**src/rtl/baud_pkg.sv**
```systemverilog
package baud_pkg;

  // Register byte addresses
  localparam logic [7:0] ADDR_CTRL = 8'h00;
  localparam logic [7:0] ADDR_DIV_LOW = 8'h04;
  localparam logic [7:0] ADDR_DIV_HIGH = 8'h08;
  localparam logic [7:0] ADDR_STATUS = 8'h0c;
  localparam logic [7:0] ADDR_TIMER = 8'h10;
  localparam logic [7:0] ADDR_IRQ_STATUS = 8'h14;
  localparam logic [7:0] ADDR_IRQ_CLEAR = 8'h18;
  localparam logic [7:0] ADDR_IRQ_ENABLE = 8'h1c;

  // Control register fields
  localparam int CTRL_WIDE_BIT = 0;
  localparam int CTRL_HS_BIT = 1;
  localparam int CTRL_SYNC_BIT = 2;
  localparam int CTRL_RXEN_BIT = 3;
  localparam int CTRL_WIDTH = 4;

  // Status register fields
  localparam int STAT_IDLE_BIT = 0;
  localparam int STAT_OVR_BIT = 1;
  localparam int STAT_COUNT_LSB = 2;

  // Interrupt bits
  localparam int IRQ_OVR_BIT = 0;
  localparam int IRQ_CHAR_BIT = 1;
  localparam int IRQ_WIDTH = 2;

  // Reset values
  localparam logic [CTRL_WIDTH-1:0] CTRL_RESET = 4'h0;
  localparam logic [7:0] DIV_RESET = 8'h00;
  localparam logic [IRQ_WIDTH-1:0] IRQ_EN_RESET = 2'h0;

  // Last state of the post divider: multipliers 64, 16 and 4
  localparam logic [5:0] POST_LAST_64 = 6'h3f;
  localparam logic [5:0] POST_LAST_16 = 6'h0f;
  localparam logic [5:0] POST_LAST_4 = 6'h03;

  // Receive holding depth in characters
  localparam logic [1:0] RX_DEPTH = 2'h2;

  localparam logic [1:0] RESP_OKAY = 2'h0;
  localparam logic [1:0] RESP_SLVERR = 2'h2;

endpackage

```
**src/rtl/baud_gen.sv**
```systemverilog
// Function
// - After reset the timer counts in 8-bit width until software widens it.
// - Wide divider select set makes the timer use its full 16-bit width.
// - Timer runs continuously, period set by the low divisor byte, plus the high byte when wide.
// - One timer serves both asynchronous and synchronous operation.
// - Async multiplier is chosen jointly by high-speed and wide select bits.
// - Synchronous operation ignores the high-speed select bit.
// - Any divisor byte write clears the timer at once.
// - Divisor n is the high byte concatenated above the low byte when wide, else the low byte alone.
// - Async, narrow, high-speed 0: rate is clock over 64 times (n+1).
// - Async, narrow, high-speed 1: rate is clock over 16 times (n+1).
// - Synchronous, either width: rate is clock over 4 times (n+1).
// - Overrun flag rises when a third character lands with two unread.
`timescale 1ns/100ps
module baud_gen
(
  input wire logic aclk, // System clock, 25 MHz
  input wire logic aresetn, // Synchronous reset, active low
  input wire logic [7:0] s_axi_awaddr, // Write address
  input wire logic s_axi_awvalid, // Write address valid
  output logic s_axi_awready, // Write address ready
  input wire logic [31:0] s_axi_wdata, // Write data
  input wire logic [3:0] s_axi_wstrb, // Write byte strobes
  input wire logic s_axi_wvalid, // Write data valid
  output logic s_axi_wready, // Write data ready
  output logic [1:0] s_axi_bresp, // Write response
  output logic s_axi_bvalid, // Write response valid
  input wire logic s_axi_bready, // Write response ready
  input wire logic [7:0] s_axi_araddr, // Read address
  input wire logic s_axi_arvalid, // Read address valid
  output logic s_axi_arready, // Read address ready
  output logic [31:0] s_axi_rdata, // Read data
  output logic [1:0] s_axi_rresp, // Read response
  output logic s_axi_rvalid, // Read data valid
  input wire logic s_axi_rready, // Read data ready
  input wire logic char_done, // Receiver finished a character, pulse
  input wire logic data_read, // Receive data register read, pulse
  input wire logic receive_idle_flag, // Receiver idle, level
  output logic timer_tick, // Divider timer expiry, pulse
  output logic baud_tick, // One pulse per bit period
  output logic overrun_error_flag, // Receive overrun, level
  output logic irq // Interrupt, high while enabled status set
);

  logic aw_held, w_held, do_write, wr_lane, div_wr, wr_ok;
  logic wr_ctrl, wr_div_low, wr_div_high, wr_irq_clear, wr_irq_enable;
  logic rd_take, rd_ok;
  logic [7:0] aw_addr;
  logic [3:0] w_strb;
  logic [31:0] w_data, rd_value;
  logic [baud_pkg::CTRL_WIDTH-1:0] ctrl;
  logic [7:0] div_low, div_high;
  logic wide, high_speed, sync_mode, rx_en;
  logic [15:0] timer, reload;
  logic brg_zero;
  logic [5:0] post, post_last;
  logic [1:0] rx_count;
  logic char_take, overrun_set;
  logic [baud_pkg::IRQ_WIDTH-1:0] irq_status, irq_enable;
  logic [baud_pkg::IRQ_WIDTH-1:0] irq_events, next_irq_status;

  // Bus slave: address and data are caught independently, either order
  assign s_axi_awready = !aw_held;
  assign s_axi_wready = !w_held;
  assign s_axi_arready = !s_axi_rvalid;
  assign do_write = aw_held && w_held && !s_axi_bvalid;
  assign rd_take = s_axi_arvalid && s_axi_arready;

  always_ff @(posedge aclk)
  begin
    if (!aresetn)
    begin
      aw_held <= 1'b0;
      aw_addr <= 8'h00;
    end
    else if (s_axi_awvalid && s_axi_awready)
    begin
      aw_held <= 1'b1;
      aw_addr <= s_axi_awaddr;
    end
    else if (do_write)
      aw_held <= 1'b0;
  end

  always_ff @(posedge aclk)
  begin
    if (!aresetn)
    begin
      w_held <= 1'b0;
      w_data <= 32'h00000000;
      w_strb <= 4'h0;
    end
    else if (s_axi_wvalid && s_axi_wready)
    begin
      w_held <= 1'b1;
      w_data <= s_axi_wdata;
      w_strb <= s_axi_wstrb;
    end
    else if (do_write)
      w_held <= 1'b0;
  end

  // Every field sits in byte lane 0, so only that strobe matters
  assign wr_lane = do_write && w_strb[0];
  assign wr_ctrl = wr_lane && aw_addr == baud_pkg::ADDR_CTRL;
  assign wr_div_low = wr_lane && aw_addr == baud_pkg::ADDR_DIV_LOW;
  assign wr_div_high = wr_lane && aw_addr == baud_pkg::ADDR_DIV_HIGH;
  assign wr_irq_clear = wr_lane && aw_addr == baud_pkg::ADDR_IRQ_CLEAR;
  assign wr_irq_enable = wr_lane && aw_addr == baud_pkg::ADDR_IRQ_ENABLE;
  assign div_wr = wr_div_low || wr_div_high;
  assign wr_ok = aw_addr == baud_pkg::ADDR_CTRL
    || aw_addr == baud_pkg::ADDR_DIV_LOW
    || aw_addr == baud_pkg::ADDR_DIV_HIGH
    || aw_addr == baud_pkg::ADDR_IRQ_CLEAR
    || aw_addr == baud_pkg::ADDR_IRQ_ENABLE;

  always_ff @(posedge aclk)
  begin
    if (!aresetn)
    begin
      s_axi_bvalid <= 1'b0;
      s_axi_bresp <= baud_pkg::RESP_OKAY;
    end
    else if (do_write)
    begin
      s_axi_bvalid <= 1'b1;
      s_axi_bresp <= wr_ok ? baud_pkg::RESP_OKAY : baud_pkg::RESP_SLVERR;
    end
    else if (s_axi_bready)
      s_axi_bvalid <= 1'b0;
  end

  always_comb
  begin
    rd_ok = 1'b1;
    rd_value = 32'h00000000;
    case (s_axi_araddr)
      baud_pkg::ADDR_CTRL: rd_value[baud_pkg::CTRL_WIDTH-1:0] = ctrl;
      baud_pkg::ADDR_DIV_LOW: rd_value[7:0] = div_low;
      baud_pkg::ADDR_DIV_HIGH: rd_value[7:0] = div_high;
      baud_pkg::ADDR_STATUS:
      begin
        rd_value[baud_pkg::STAT_IDLE_BIT] = receive_idle_flag;
        rd_value[baud_pkg::STAT_OVR_BIT] = overrun_error_flag;
        rd_value[baud_pkg::STAT_COUNT_LSB+:2] = rx_count;
      end
      baud_pkg::ADDR_TIMER: rd_value[15:0] = timer;
      baud_pkg::ADDR_IRQ_STATUS: rd_value = 32'(irq_status);
      baud_pkg::ADDR_IRQ_CLEAR: rd_value = 32'h00000000;
      baud_pkg::ADDR_IRQ_ENABLE: rd_value = 32'(irq_enable);
      default: rd_ok = 1'b0;
    endcase
  end

  always_ff @(posedge aclk)
  begin
    if (!aresetn)
    begin
      s_axi_rvalid <= 1'b0;
      s_axi_rdata <= 32'h00000000;
      s_axi_rresp <= baud_pkg::RESP_OKAY;
    end
    else if (rd_take)
    begin
      s_axi_rvalid <= 1'b1;
      s_axi_rdata <= rd_value;
      s_axi_rresp <= rd_ok ? baud_pkg::RESP_OKAY : baud_pkg::RESP_SLVERR;
    end
    else if (s_axi_rready)
      s_axi_rvalid <= 1'b0;
  end

  // Configuration registers
  always_ff @(posedge aclk)
  begin
    if (!aresetn)
      ctrl <= baud_pkg::CTRL_RESET;
    else if (wr_ctrl)
      ctrl <= w_data[baud_pkg::CTRL_WIDTH-1:0];
  end

  always_ff @(posedge aclk)
  begin
    if (!aresetn)
    begin
      div_low <= baud_pkg::DIV_RESET;
      div_high <= baud_pkg::DIV_RESET;
    end
    else
    begin
      if (wr_div_low)
        div_low <= w_data[7:0];
      if (wr_div_high)
        div_high <= w_data[7:0];
    end
  end

  assign wide = ctrl[baud_pkg::CTRL_WIDE_BIT];
  assign high_speed = ctrl[baud_pkg::CTRL_HS_BIT];
  assign sync_mode = ctrl[baud_pkg::CTRL_SYNC_BIT];
  assign rx_en = ctrl[baud_pkg::CTRL_RXEN_BIT];

  // Divider timer: counts n down to zero, n+1 clocks a period
  assign reload = wide ? {div_high, div_low} : {8'h00, div_low};
  assign brg_zero = timer == 16'h0000;

  always_ff @(posedge aclk)
  begin
    if (!aresetn)
      timer <= 16'h0000;
    else if (div_wr)
      timer <= 16'h0000;
    else if (brg_zero)
      timer <= reload;
    else
      timer <= timer - 16'h0001;
  end

  // Multiplier stage after the timer; sync ignores high-speed select
  always_comb
  begin
    if (sync_mode)
      post_last = baud_pkg::POST_LAST_4;
    else if (!wide)
      post_last = high_speed ? baud_pkg::POST_LAST_16
        : baud_pkg::POST_LAST_64;
    else
      post_last = high_speed ? baud_pkg::POST_LAST_4
        : baud_pkg::POST_LAST_16;
  end

  // Wraps on >= so a mode change to a smaller multiplier cannot stall
  always_ff @(posedge aclk)
  begin
    if (!aresetn)
      post <= 6'h00;
    else if (div_wr)
      post <= 6'h00;
    else if (brg_zero)
      post <= (post >= post_last) ? 6'h00 : post + 6'h01;
  end

  always_ff @(posedge aclk)
  begin
    timer_tick <= aresetn && brg_zero && !div_wr;
    baud_tick <= aresetn && brg_zero && !div_wr && post >= post_last;
  end

  // Two-character receive holding count and overrun
  assign char_take = char_done && rx_en && !overrun_error_flag
    && rx_count != baud_pkg::RX_DEPTH;
  assign overrun_set = char_done && rx_en && !overrun_error_flag
    && rx_count == baud_pkg::RX_DEPTH;

  always_ff @(posedge aclk)
  begin
    if (!aresetn)
      rx_count <= 2'h0;
    else if (char_take && !(data_read && rx_count != 2'h0))
      rx_count <= rx_count + 2'h1;
    else if (!char_take && data_read && rx_count != 2'h0)
      rx_count <= rx_count - 2'h1;
  end

  // Cleared only by turning reception off; overrun_set needs rx_en, so no set occurs then
  always_ff @(posedge aclk)
    overrun_error_flag <= aresetn
      && (overrun_set || (overrun_error_flag && rx_en));

  // Interrupt status: sticky, write-one-to-clear, set wins
  always_comb
  begin
    irq_events = '0;
    irq_events[baud_pkg::IRQ_OVR_BIT] = overrun_set;
    irq_events[baud_pkg::IRQ_CHAR_BIT] = char_take;
    next_irq_status = irq_status;
    if (wr_irq_clear)
      next_irq_status = irq_status
        & ~w_data[baud_pkg::IRQ_WIDTH-1:0];
    next_irq_status = next_irq_status | irq_events;
  end

  always_ff @(posedge aclk)
    irq_status <= aresetn ? next_irq_status : '0;

  always_ff @(posedge aclk)
  begin
    if (!aresetn)
      irq_enable <= baud_pkg::IRQ_EN_RESET;
    else if (wr_irq_enable)
      irq_enable <= w_data[baud_pkg::IRQ_WIDTH-1:0];
  end

  assign irq = |(irq_status & irq_enable);

  // Checking helpers: cycles between bit ticks under steady settings
  logic [31:0] gap, n_plus;
  logic [1:0] seen;
  assign n_plus = {16'h0000, reload} + 32'h00000001;

  always_ff @(posedge aclk)
  begin
    if (!aresetn)
    begin
      gap <= 32'h00000001;
      seen <= 2'h0;
    end
    else
    begin
      gap <= baud_tick ? 32'h00000001 : gap + 32'h00000001;
      if (wr_ctrl || div_wr)
        seen <= 2'h0;
      else if (baud_tick && seen != 2'h2)
        seen <= seen + 2'h1;
    end
  end
endmodule

```
**config.mk**
```make
export PLATFORM = sky130hd
export DESIGN_NAME = baud_gen
export DESIGN_NICKNAME = d
export VERILOG_FILES = /design/src/rtl/baud_pkg.sv /design/src/rtl/baud_gen.sv
export SDC_FILE = /design/constraint.sdc
export NUM_CORES = 1
export LEC_CHECK = 0
export BUFFER_PORTS_ARGS = -buffer_cell sky130_fd_sc_hd__buf_2
export CAP_MARGIN = 20
export CORE_MARGIN = 2
export CORE_UTILIZATION = 55
export CTS_BUF_LIST = sky130_fd_sc_hd__clkbuf_4 sky130_fd_sc_hd__clkbuf_8
export DETAILED_ROUTE_END_ITERATION = 8
export PLACE_DENSITY = 0.78
export SLEW_MARGIN = 20
export SYNTH_ARGS = -nofsm -noshare
export SYNTH_HDL_FRONTEND = slang
export SYNTH_SLANG_ARGS = --single-unit
```
**constraint.sdc**
```tcl
create_clock -name aclk -period 2.7 [get_ports aclk]
set_input_delay 0.135 -clock aclk [delete_from_list [all_inputs] [get_ports aclk]]
set_output_delay 0.135 -clock aclk [all_outputs]
set_load 0.01 [all_outputs]
```
==> reports/metrics.cfg <==
[status]
run_status = complete, but fails checks
failing_checks = negative hold slack

[synthesis]
syn-cell-area_mm2 = 0.00434
synth-edff-count = 0
syn_area_cell_um2 = 8.98
yosysWarningCount = 0
yosys_most_used_dff = sky130_fd_sc_hd__dfxtp_1
number_of_storage_elements_in_the_synthesis_netlist = 90
postSynthCellCount = 483
synth_seq_area_share_pct = 41.5
proportion_of_synthesized_flip_flops_having_asynchronous_set_or_reset_pct = 0
synthDistinctLibCells = 60

[clocking]
cts-root-to-sink-buffers = 2
clock-root-buffer = sky130_fd_sc_hd__clkbuf_8
hold_buffers = 0
cts.sink_count = 90
cts_repair_resize_count = 0
clk_pin_slew_worst_paths_ns = 0.09
cts_setup_buffers = 0
worst_skew_pair.late_latency_ns = 0.35
cts_made_buffers = 9
htree_num_levels = 3
cts_tree = yes

[floorplanning]
total_die_area_mm2 = 0.00861
floorplan.die.width_um = 92.8
floorplan.initialDensity_pct = 56.4
top_level_port_count = 107
core_area_mm2 = 0.00769
floorplan.die.height_um = 92.8
rows = 32

[final_layout]
fin_nets = 605
diodes = 0
layout-area-overhead-vs-synth_pct = 11.9
layout_common_cells = sky130_fd_sc_hd__dfxtp_1, sky130_fd_sc_hd__buf_2, sky130_fd_sc_hd__nor2_1
drive_gt1_share_pct = 19.2
finish.instance_area_mm2 = 0.00485
mostFrequentLayoutCell = sky130_fd_sc_hd__dfxtp_1

[detailed_routing]
postRouteWirelength_um = 9630
number_of_design_rule_violations_left_by_the_first_detailed_router_iteration = 239
post-route-drc-count = 0
route.detailed.wl_per_inst_um = 15.0
firstDrtPassIters = 5
routed_via_density = 5.75
vias = 3700
drt.antenna.violating_nets = 0

[power]
clockPowerShare_pct = 26.9
power.ir.vdd_worst_mv = 0.342
cell_internal_pwr_w = 0.00236
switching_share_pct = 33.1
power.switching_w = 0.00117
share_comb_of_total_power_pct = 27.0
pwr-share-seq_pct = 46.1
power.static_leakage_nw = 1.93
power_per_cell_area_mw_per_mm2 = 726

[min_path]
worstHoldPathCells = 3
hold_path_class = in2reg

[critical_path]
crit_arrival_ns = 2.33
critPathLaunchType = flip-flop
critical_path_rt_ns = 2.92
setup.worst_path.class = reg2reg
crit_path_max_fanout = 8
r2r.worst_path.cells = 4
end_kind = flip-flop

[timing]
timing.fmax_mhz = 474
timing.final.crit_share_pct = 78.2
setup_total_negative_slack_ns = 0
fin_worst_hold_slack_ns = -0.000687
worst_pin_slew_ns = 0.880
layout_min_cycle_time_ns = 2.11
report.final.hold_viol_count = 1
maxSlewViolCount = 0
slew_headroom_pct = 41.2
setup_viol = 0
worst_slack_ns = 0.589
final.setup_skew_ns = 0.00777
grt_setup_unrepaired = no

[placed_design]
hpwlAfterDp_um = 6910
place.port_buffers = 61
place_worst_setup_slack_ns = 0.665
dpl_cell_area_mm2 = 0.00465
gp_congestion = 0.814

[grt]
grt_max_degree = 53
first_pass_grt_wire_length_um = 15900
vias_in_the_first_global_route = 3396
grt_antenna_before_repair = 0
total_routing_usage_reported_by_global_routing_pct = 22.8
grt_remaining_overflow = 0

[run]
cap_viol_max_count = 0

==> stage by stage <==
step | utilization [%] | total power [W] | std cells
3_3_place_gp | 60.4 | 0.00254 | 627
3_5_place_dp | 60.4 | 0.00257 | 627
2_1_floorplan | - | 0.00234 | 500
4_1_cts | 63.1 | 0.00352 | 643
5_1_grt | 63.1 | 0.00371 | 643
6_report | 63.1 | 0.00352 | 643
==> worst max-delay path, stage by stage (launching register included) <==
cell	delay [ns]
sky130_fd_sc_hd__dfxtp_1	0.32
sky130_fd_sc_hd__or4_4	0.61
sky130_fd_sc_hd__nor4_4	0.66
sky130_fd_sc_hd__mux2i_1	0.31
sky130_fd_sc_hd__nor2_1	0.07
==> Yosys cell counts (4+ instances only) <==
cell,instances,area share (%)
sky130_fd_sc_hd__nand3_1,5,0.58
sky130_fd_sc_hd__nand2b_1,5,0.72
sky130_fd_sc_hd__xnor2_1,5,1.0
sky130_fd_sc_hd__nor3_1,9,1.0
sky130_fd_sc_hd__buf_4,20,3.5
sky130_fd_sc_hd__and3_1,4,0.58
sky130_fd_sc_hd__dfxtp_1,90,42
sky130_fd_sc_hd__o21ai_0,14,1.6
sky130_fd_sc_hd__clkbuf_1,21,1.8
sky130_fd_sc_hd__nand4_1,9,1.3
sky130_fd_sc_hd__inv_1,8,0.69
sky130_fd_sc_hd__nor2b_1,7,1.0
sky130_fd_sc_hd__nand2_1,46,4.0
sky130_fd_sc_hd__a21oi_1,35,4.0
sky130_fd_sc_hd__or4_1,4,0.69
sky130_fd_sc_hd__nor4_1,7,1.0
sky130_fd_sc_hd__mux2i_1,37,8.5
sky130_fd_sc_hd__and2_1,4,0.58
sky130_fd_sc_hd__a311oi_1,4,0.81
sky130_fd_sc_hd__a22oi_1,12,2.1
sky130_fd_sc_hd__a211oi_1,9,1.6
sky130_fd_sc_hd__nor2_1,55,4.8
sky130_fd_sc_hd__ha_1,7,2.0
sky130_fd_sc_hd__a2bb2oi_1,4,0.81
==> sequential cells by signal, indices dropped and copies added, names as in the netlist, 2 cells and up <==
register     cells
w_data           8
timer           16
post             6
irq_enable       2
div_low          8
ctrl             4
aw_addr          8
rx_count         2
s_axi_rdata     16
irq_status       2
div_high         8
==> final timing paths <==
check,slack [ns],startpoint,endpoint
setup / recovery,0.59,aw_addr[0],div_high[4]
hold / removal,-0.0007,s_axi_awvalid,aw_held
setup reg to reg,0.59,aw_addr[0],div_high[4]
hold reg to reg,0.46,s_axi_rdata[4],s_axi_rdata[4]
==> cells by family after synthesis <==
kind of cell / count (synthesis) / synth area share, %
xor gates and xnor gates: 7 / 1.41
AOI/OAI and AO/OA: 102 / 15.4
and+or+nand+nor: 181 / 22.7
DFF: 90 / 41.5
adders and majority gates: 7 / 2.02
other: 1 / 0.0864
buffers and inverters: 53 / 6.52
muxes: 42 / 10.4
==> final cells by class <==
class / count / area (um^2)
Fill cell: 653 / 2830
Multi-Input combinational cell: 357 / 2320
Sequential cell: 90 / 1800
Timing Repair Buffer: 69 / 365
Clock buffer: 12 / 159
Tap cell: 102 / 128
Clock inverter: 4 / 48.8
Inverter: 9 / 33.8
==> per-layer routing <==
metal / global-route usage [%] / wire, um
met1: 30.6 / 4370
met2: 38.4 / 4580
met4: 6.00 / 86
met5: 0 / 0
met3: 3.58 / 594
==> power groups by stage <==
stage                     logic (W)  registers (W)  clock network [W]
final                      0.000952        0.00162           0.000949
after floorplan            0.000749        0.00159                  0
after global routing        0.00105        0.00165            0.00101
after detailed placement   0.000925        0.00165                  0
after CTS                  0.000939        0.00162           0.000957
after global placement     0.000896        0.00164                  0
Power figures use the tool's default switching activity.
